File: config.mk
export PLATFORM = sky130hd
export DESIGN_NAME = kplf_keypad_flags
export DESIGN_NICKNAME = d
export VERILOG_FILES = /design/src/design/kplf_pkg.sv /design/src/design/kplf_keypad_flags.sv
export VERILOG_INCLUDE_DIRS = /design/src /design/src/design
export SDC_FILE = /design/constraint.sdc
export NUM_CORES = 1
export LEC_CHECK = 0
export BUFFER_PORTS_ARGS = -buffer_cell sky130_fd_sc_hd__buf_2
export CORE_AREA = 2 2 70 72
export CTS_BUF_LIST = sky130_fd_sc_hd__clkbuf_4 sky130_fd_sc_hd__clkbuf_8 sky130_fd_sc_hd__clkbuf_16
export CTS_CLUSTER_DIAMETER = 150
export CTS_CLUSTER_SIZE = 20
export DETAILED_ROUTE_END_ITERATION = 12
export DIE_AREA = 0 0 72 74
export GPL_TIMING_DRIVEN = 0
export PLACE_DENSITY = 0.61
export SLEW_MARGIN = 15
export SYNTH_ARGS = -nofsm -noshare
export SYNTH_HDL_FRONTEND = slang
export SYNTH_SLANG_ARGS = --single-unit
export TNS_END_PERCENT = 30
File: constraint.sdc
create_clock -name clock -period 1.65 [get_ports clock]
set_clock_uncertainty 0.2 [all_clocks]
set_input_delay 0.0825 -clock clock [delete_from_list [all_inputs] [get_ports clock]]
set_output_delay 0.0825 -clock clock [all_outputs]
set_load 0.1 [all_outputs]
File: src/design/kplf_regs.svh
// register offsets, reset values and field layout of the keypad line flag block
`ifndef KPLF_REGS_SVH
`define KPLF_REGS_SVH
`define KPLF_OFF_POLARITY   8'h9C
`define KPLF_OFF_ENABLES    8'h9D
`define KPLF_OFF_FLAGS      8'h9E
`define KPLF_OFF_GLOBAL     8'hA0
`define KPLF_OFF_STATUS     8'hA1
`define KPLF_OFF_MASK       8'hA2
`define KPLF_RST_BYTE       8'h00
`define KPLF_GLOBAL_EN_BIT  0
`define KPLF_ST_HIT_BIT     0
`define KPLF_ST_WAKE_BIT    1
`define KPLF_ST_WIDTH       2
`endif

File: src/design/kplf_pkg.sv
// types shared by the keypad line flag block
package kplf_pkg;
    typedef logic [7:0] kplf_byte_t;   // one register byte
    typedef logic [7:0] kplf_addr_t;   // register address
endpackage : kplf_pkg

File: src/design/kplf_keypad_flags.sv
// keypad line flag logic: level detect, read-to-clear flags, enables and interrupt
//
// Functional notes
// - eight line flags set on programmed level
// - flag raises request only when enabled
// - flag register ignores bus writes
// - reading flags returns them, then clears all whose line is off its level
// - enable zero leaves pin plain I/O
// - enable one lets flag request interrupt
// - flags and enables reset to zero
// - polarity bit: zero low, one high
// - global enable gates combined keypad request
// - one shared request, also wakes processor
//
// register map (byte registers on the plain register port)
//   0x9C level polarity select, one bit per line
//        bit clear: the line matches while low
//        bit set:   the line matches while high
//        resets to all zeros, so every line starts as low-level detect
//   0x9D line irq enables, one bit per line
//        bit clear: the pin stays plain I/O, its flag raises nothing
//        bit set:   the line's flag feeds the shared keypad request
//        also shown on keypad_mode so port muxing can follow it
//   0x9E line hit flags, read to clear
//        a flag sets while its line shows the programmed level
//        writes are dropped, software clears only by reading
//        a line still at its level at the read edge sets again
//   0xA0 keypad global irq enable, bit 0
//        gates the shared request toward the interrupt controller
//        the wake path is not gated by it
//   0xA1 sticky status, write one to clear
//        bit 0: an enabled line showed its level
//        bit 1: the ungated shared request rose
//        a new event in the clearing cycle wins over the clear
//   0xA2 status mask, same layout as the status register
//   other addresses read as zero and ignore writes
//
// timing
//   a line level seen at edge n shows in its flag after edge n
//   the request outputs follow the flag and enable registers
//   combinationally, so they move in the same cycle as the flags
//   read data stands for exactly the cycle after the read strobe
//   and is zero in every other cycle
//   level detection is not filtered: a bouncing key simply
//   re-sets its flag, which is harmless for a sticky flag
//   inputs are taken as already synchronous to the core clock
//   software that leaves a key held will see its flag come back
//   right after each read, so the request stays up until release
`timescale 1ns/100ps
`include "kplf_regs.svh"

module kplf_keypad_flags
    import kplf_pkg::*;
#(
    parameter int LINES = 8                    // keypad line count
) (
    input  wire logic               clock,      // core clock
    input  wire logic               reset,      // synchronous, active high
    input  wire logic [LINES-1:0]   line_in,    // port line levels
    input  wire kplf_addr_t         reg_addr,   // register address
    input  wire kplf_byte_t         reg_wdata,  // write data
    input  wire logic               reg_write,  // write strobe
    input  wire logic               reg_read,   // read strobe
    output kplf_byte_t              reg_rdata,  // read data, one cycle later
    output logic [LINES-1:0]        keypad_mode,        // line used as keypad source
    output logic                    keypad_irq_request, // gated shared request
    output logic                    wake_request,       // wake from idle/power-down
    output logic                    irq                 // sticky status interrupt
);

    // register state
    logic [LINES-1:0]           flags_q, flags_d;        // line hit flags
    logic [LINES-1:0]           enables_q, enables_d;    // line irq enables
    logic [LINES-1:0]           polarity_q, polarity_d;  // level polarity select
    logic                       global_q, global_d;      // keypad global irq enable
    logic [`KPLF_ST_WIDTH-1:0]  status_q, status_d;      // sticky events
    logic [`KPLF_ST_WIDTH-1:0]  mask_q, mask_d;          // status mask
    kplf_byte_t                 rdata_q, rdata_d;        // read data register
    logic                       req_q;                   // registered request

    // per-line match and gated flag
    logic [LINES-1:0]           match;       // line shows its programmed level
    logic [LINES-1:0]           gated;       // flag and enable
    logic                       comb_req;    // OR of gated flags
    logic                       flag_read;   // read of the flag register
    logic [`KPLF_ST_WIDTH-1:0]  ev;          // status events

    // per-line level detection and gating
    genvar g;
    generate
        for (g = 0; g < LINES; g++) begin : g_line
            assign match[g] = (line_in[g] == polarity_q[g]);
            assign gated[g] = flags_q[g] & enables_q[g];
        end
    endgenerate

    assign comb_req  = |gated;
    assign flag_read = reg_read && (reg_addr == `KPLF_OFF_FLAGS);
    assign ev[`KPLF_ST_HIT_BIT]  = |(match & enables_q);
    assign ev[`KPLF_ST_WAKE_BIT] = comb_req & ~req_q;

    // next-state of all registers except req_q
    always_comb begin
        flags_d    = flags_q;
        enables_d  = enables_q;
        polarity_d = polarity_q;
        global_d   = global_q;
        status_d   = status_q;
        mask_d     = mask_q;
        rdata_d    = '0;
        // read of flags clears them; a new match in that cycle still sets
        if (flag_read) begin
            flags_d = '0;
        end
        flags_d = flags_d | match;
        if (reg_write) begin
            unique case (reg_addr)
                `KPLF_OFF_POLARITY: polarity_d = reg_wdata[LINES-1:0];
                `KPLF_OFF_ENABLES:  enables_d  = reg_wdata[LINES-1:0];
                `KPLF_OFF_GLOBAL:   global_d   = reg_wdata[`KPLF_GLOBAL_EN_BIT];
                `KPLF_OFF_STATUS:   status_d   = status_q & ~reg_wdata[`KPLF_ST_WIDTH-1:0];
                `KPLF_OFF_MASK:     mask_d     = reg_wdata[`KPLF_ST_WIDTH-1:0];
                default: ;          // flags and unmapped: no effect
            endcase
        end
        status_d = status_d | ev;   // set wins over clear
        if (reg_read) begin
            unique case (reg_addr)
                `KPLF_OFF_POLARITY: rdata_d = kplf_byte_t'(polarity_q);
                `KPLF_OFF_ENABLES:  rdata_d = kplf_byte_t'(enables_q);
                `KPLF_OFF_FLAGS:    rdata_d = kplf_byte_t'(flags_q);
                `KPLF_OFF_GLOBAL:   rdata_d = kplf_byte_t'(global_q);
                `KPLF_OFF_STATUS:   rdata_d = kplf_byte_t'(status_q);
                `KPLF_OFF_MASK:     rdata_d = kplf_byte_t'(mask_q);
                default:            rdata_d = '0;   // unmapped reads zero
            endcase
        end
    end

    // register all state
    always_ff @(posedge clock) begin
        if (reset) begin
            flags_q    <= '0;
            enables_q  <= '0;
            polarity_q <= '0;
            global_q   <= 1'b0;
            status_q   <= '0;
            mask_q     <= '0;
            rdata_q    <= '0;
            req_q      <= 1'b0;
        end else begin
            flags_q    <= flags_d;
            enables_q  <= enables_d;
            polarity_q <= polarity_d;
            global_q   <= global_d;
            status_q   <= status_d;
            mask_q     <= mask_d;
            rdata_q    <= rdata_d;
            req_q      <= comb_req;
        end
    end

    // outputs
    // read data and mode come straight from flip-flops; the request
    // outputs are combinational from registers only, so they carry
    // no path from the bus or the pins within one cycle
    assign reg_rdata          = rdata_q;
    assign keypad_mode        = enables_q;
    assign keypad_irq_request = comb_req & global_q;
    assign wake_request       = comb_req;
    assign irq                = |(status_q & mask_q);

    // checks
    AST_SET: assert property (@(posedge clock) disable iff (reset)
        (match[0] && !reset) |=> flags_q[0])
        else $error("matched line 0 did not set its flag");
    AST_GATE: assert property (@(posedge clock) disable iff (reset)
        keypad_irq_request |-> |(flags_q & enables_q))
        else $error("request without enabled flag");
    AST_WRITE_NOP: assert property (@(posedge clock) disable iff (reset)
        (reg_write && reg_addr == `KPLF_OFF_FLAGS && !reg_read && ~|match)
        |=> flags_q == $past(flags_q))
        else $error("write changed flags");
    AST_RDCLR: assert property (@(posedge clock) disable iff (reset)
        flag_read |=> (reg_rdata == kplf_byte_t'($past(flags_q)))
                      && (flags_q == $past(match)))
        else $error("flag read did not return and clear");
    AST_MODE: assert property (@(posedge clock) disable iff (reset)
        keypad_mode == enables_q)
        else $error("keypad mode differs from enables");
    AST_ENABLE: assert property (@(posedge clock) disable iff (reset)
        (global_q && |(flags_q & enables_q)) |-> keypad_irq_request)
        else $error("enabled flag did not raise request");
    AST_RESET: assert property (@(posedge clock)
        reset |=> (flags_q == '0) && (enables_q == '0) && (polarity_q == '0))
        else $error("reset values wrong");
    AST_GLOBAL: assert property (@(posedge clock) disable iff (reset)
        !global_q |-> !keypad_irq_request)
        else $error("request passed with global enable off");
    AST_OR: assert property (@(posedge clock) disable iff (reset)
        wake_request == |(flags_q & enables_q))
        else $error("combined request not OR of gated flags");

    COV_HIT: cover property (@(posedge clock) disable iff (reset)
        keypad_irq_request ##1 flag_read ##1 !keypad_irq_request);
    COV_HIGH: cover property (@(posedge clock) disable iff (reset)
        polarity_q[0] && match[0]);
    COV_IRQ: cover property (@(posedge clock) disable iff (reset) irq);
    COV_RD_SET: cover property (@(posedge clock) disable iff (reset)
        flag_read && |match);
    COV_DISABLED: cover property (@(posedge clock) disable iff (reset)
        |flags_q && ~|enables_q);

    // further checks
    // line 0 stands for every line: the generate loop makes them alike,
    // so a fault in the per-line logic shows on line 0 as well
    // checks on the bus side look one edge after the strobe, where the
    // register has taken the new value

    AST_POL_HIGH: assert property (@(posedge clock) disable iff (reset)
        (polarity_q[0] && line_in[0]) |=> flags_q[0])
        else $error("high level on high-detect line did not set flag");

    AST_POL_LOW: assert property (@(posedge clock) disable iff (reset)
        (!polarity_q[0] && !line_in[0]) |=> flags_q[0])
        else $error("low level on low-detect line did not set flag");

    AST_NO_SET: assert property (@(posedge clock) disable iff (reset)
        (!match[0] && flag_read) |=> !flags_q[0])
        else $error("flag set without its level");

    AST_HOLD: assert property (@(posedge clock) disable iff (reset)
        (!flag_read && flags_q[0]) |=> flags_q[0])
        else $error("flag lost without a read");

    AST_EN_WRITE: assert property (@(posedge clock) disable iff (reset)
        (reg_write && reg_addr == `KPLF_OFF_ENABLES)
        |=> enables_q == $past(reg_wdata[LINES-1:0]))
        else $error("enable write did not land");

    AST_DISABLED: assert property (@(posedge clock) disable iff (reset)
        (enables_q == '0) |-> !wake_request)
        else $error("request with every line plain I/O");

    AST_DIS_FLAG: assert property (@(posedge clock) disable iff (reset)
        (|flags_q && enables_q == '0) |-> !keypad_irq_request)
        else $error("disabled flag raised request");

    AST_GLOBAL_WRITE: assert property (@(posedge clock) disable iff (reset)
        (reg_write && reg_addr == `KPLF_OFF_GLOBAL)
        |=> global_q == $past(reg_wdata[`KPLF_GLOBAL_EN_BIT]))
        else $error("global enable write did not land");

    AST_RDATA_IDLE: assert property (@(posedge clock) disable iff (reset)
        !reg_read |=> reg_rdata == 8'h00)
        else $error("read data outside its cycle");

    AST_STATUS_SET: assert property (@(posedge clock) disable iff (reset)
        (|(match & enables_q)) |=> status_q[`KPLF_ST_HIT_BIT])
        else $error("enabled match did not set status");

    AST_WAKE_EDGE: assert property (@(posedge clock) disable iff (reset)
        (comb_req && !req_q) |=> status_q[`KPLF_ST_WAKE_BIT])
        else $error("request rise did not set status");

    AST_MASK_OFF: assert property (@(posedge clock) disable iff (reset)
        (mask_q == '0) |-> !irq)
        else $error("interrupt with mask clear");

    AST_POL_WRITE: assert property (@(posedge clock) disable iff (reset)
        (reg_write && reg_addr == `KPLF_OFF_POLARITY)
        |=> polarity_q == $past(reg_wdata[LINES-1:0]))
        else $error("polarity write did not land");

endmodule : kplf_keypad_flags

==> results.md <==
* Status: finished, violations left
* Failing checks: negative setup slack
* Die Y at 74 um
* CP Launch Point: flags_q[5]
* Sequential area share after synthesis at 43.6%
* Layout cell share with drive strength beyond 1 at 34.1%
* Most frequent cell after synthesis: dfxtp_1
* PortBufs at 46
* Worst Hold Endpoint: mask_q[1]
* Via density at between 5 and 6
* Fin crit period at between 1.5 and 2 ns
* Peak VDD IR at 0.488 mV
* RR Endpoint: status_q[0]
* Post-synth EDFFs at 0
* Tightest Pin Transition at ~0.54 ns
* I/O Pins at 47
* TNS Setup at -0.238 ns
* Hold Path Class: in2reg
* Max-slew headroom at 64.3%
* Initial DRC count at 86
* Setup WS post-layout at -0.124 ns
* Core area at 4600 um2
* CTS tree: done
* Grt met2 use at 29.5%
* Ys async rst share at 0%
* Hold Crit Start: reg_write
* Final Max Tran Viols at 0
* Post-Route WL at 4.99 mm
* Gpl congestion at 0.820
* Reg-to-Reg Start: polarity_q[3]
* Post-synthesis cell type count at 35
* Period Utilization, post-route at 108%
* Hold Crit Depth at 4
* Syn nets at ~220
* Row cnt at 25
* Design area at approximately 2500 um2
* CTS max path bufs at 2
* Crit start category: register
* Initial antenna violation count at 0
* Mapped Avg Cell Area at 8.94 um2
* Post-Syn Area at 1740 um2
* Crit-path max FO at 2
* Clk sinks at 38
* Hold_ws at 0.0175 ns
* Critical path class: reg2out
* Endpoints failing setup at 2
* Synth top area cells: dfxtp_1 44%, mux2i_1 11%, nor2_1 7.8%
* Met1 Use GR at 28.1%
* DRC Markers at 0
* Root buf cell: clkbuf_8
* DR vias at 1714
* Yosys Warn Count at 0
* Top Usage Layer GRT: met2
* Worst r2r path cells at 4
* Initial Util at 37.9%
* Number of diodes at 0
* WP data required at 1.37 ns
* Placed instance area at 2080 um2
* Area share of the largest cell type after synthesis at 43.6%
* Power Total at 0.00195 W
* CTS Buf Count at 5
* Largest net degree at the start of global routing at 13
* CTS clk-pin slew, worst paths at 0.07 ns
* CP Capture Type: output port
* Main synth FF type: dfxtp_1
* Fin util at 54.7%
* Total gr overflow at 0
* Wire per inst at 15.0 um
* Worst skew pair latency at 0.29 ns
* Area leader, netlist: dfxtp_1
* Die ar. at 5330 um2
* Final net count at 306
* Antenna-violating nets left at 0
* Number of global-route vias before repair at about 1600
* FF+latch count, synth at 38
* Cells after Synth at 195
* Top achievable clock speed at 564 MHz
* Unrepaired setup endpoints after global routing: true
* Tot GR Track Use at 19.6%
* Met3 usage at 3.25%
* Area delta synth->final at 44.2%
* PwrDens at 776 nW/um2
* Post-synth top cells: 38 x dfxtp_1, 36 x nor2_1, 22 x a21oi_1, 19 x mux2i_1, 9 x nand3_1
* Die W at 72 um
* Leakage at 1.09 nW
* H-tree lvl count at 2
* Half-perimeter wire length after placement at 3.33 mm
* Crit path DAT at 1.49 ns
* Final Hold Fails at 0
* DRT Pass-1 Iters at 4
* First-pass GRT wire length at 7.98 mm
* R2r setup slk at approximately 0.18 ns
* Max-Cap Viols at 0
## worst max path at each step
stage / endpoint / slack (ns)
floorplan: keypad_irq_request / -0.36
global route: keypad_irq_request / -0.13
CTS: keypad_irq_request / -0.1
global placement: polarity_q[1] / 0.04
finish: keypad_irq_request / -0.12
detailed placement: polarity_q[1] / 0.03
## metal layers
layer  share of wire (%)  up-vias
met4                 1.9        0
met3                 5.4        8
met5                   0        -
li1                    -      865
met1                  49      791
met2                  43       50
## cell type report
| cell class | count | area [um2] |
|---|---|---|
| well taps | 54 | 67.6 |
| fillers | 434 | 2080 |
| repair buffers | 76 | 520 |
| inverters | 1 | 7.51 |
| plain buffers | 11 | 65.1 |
| clock inverters | 1 | 30.0 |
| clock buffers | 7 | 90.1 |
| multi-input cells | 145 | 938 |
| flip-flops and latches | 38 | 795 |
## worst max-delay path, cell delays in order, from the launching register on
cell	delay, ns
dfxtp_2	0.34
a22oi_2	0.20
and4_4	0.28
clkinvlp_4	0.09
and2_4	0.14
buf_12	0.16
## power by group
part           total [W]  leakage (nW)  internal (W)  switching [W]
sequential      0.000935         0.316      0.000920      0.0000147
combinational   0.000181         0.709     0.0000919      0.0000892
clock           0.000835        0.0619      0.000509       0.000326
## sequential cells by signal, summed over array words and instances, names as in the netlist
| signal | cells |
|---|---|
| status_q | 2 |
| polarity_q | 8 |
| global_q | 1 |
| keypad_mode | 8 |
| mask_q | 2 |
| reg_rdata | 8 |
| flags_q | 8 |
| req_q | 1 |
## layout by cell type, fill, tap and decap left out, drive strengths merged, types with 3 or more instances in the layout
cell type,instances
a21oi,22
a22o,4
a22oi,4
and2,4
and3,5
buf,64
clkbuf,10
dfxtp,38
dlygate4sd3,20
mux2i,19
nand2,8
nand3,10
nand4,5
nor2,36
o21ai,3
xnor2,8
## kinds of logic (layout without fill, tap and decap cells)
logic type / count (synthesis) / count (layout) / synth area share [%]
flip-flops: 38 / 38 / 43.6
XOR/XNOR: 8 / 8 / 4.02
buffers and inverters: 12 / 96 / 3.95
AND/OR/NAND/NOR: 77 / 77 / 22.9
multiplexers: 19 / 19 / 10.9
AO/OA/AOI/OAI: 41 / 41 / 14.6
## repair_timing
action / CTS / global route
resized for setup: 10 / 1
gates cloned: 0 / 0
setup buffers: 10 / 0
setup endpoints to repair: 2 / 2
endpoints found under the hold margin: 29 / 0
hold buffers: 20 / 0
pin swaps: 1 / 1
## metrics by stage
step	std cells	setup WS, ns
2_1_floorplan	195	-0.358
3_3_place_gp	295	0.0351
3_5_place_dp	295	0.0306
4_1_cts	333	-0.0971
5_1_grt	333	-0.134
6_report	333	-0.124
Note: power is estimated with default switching activity, not from simulation.
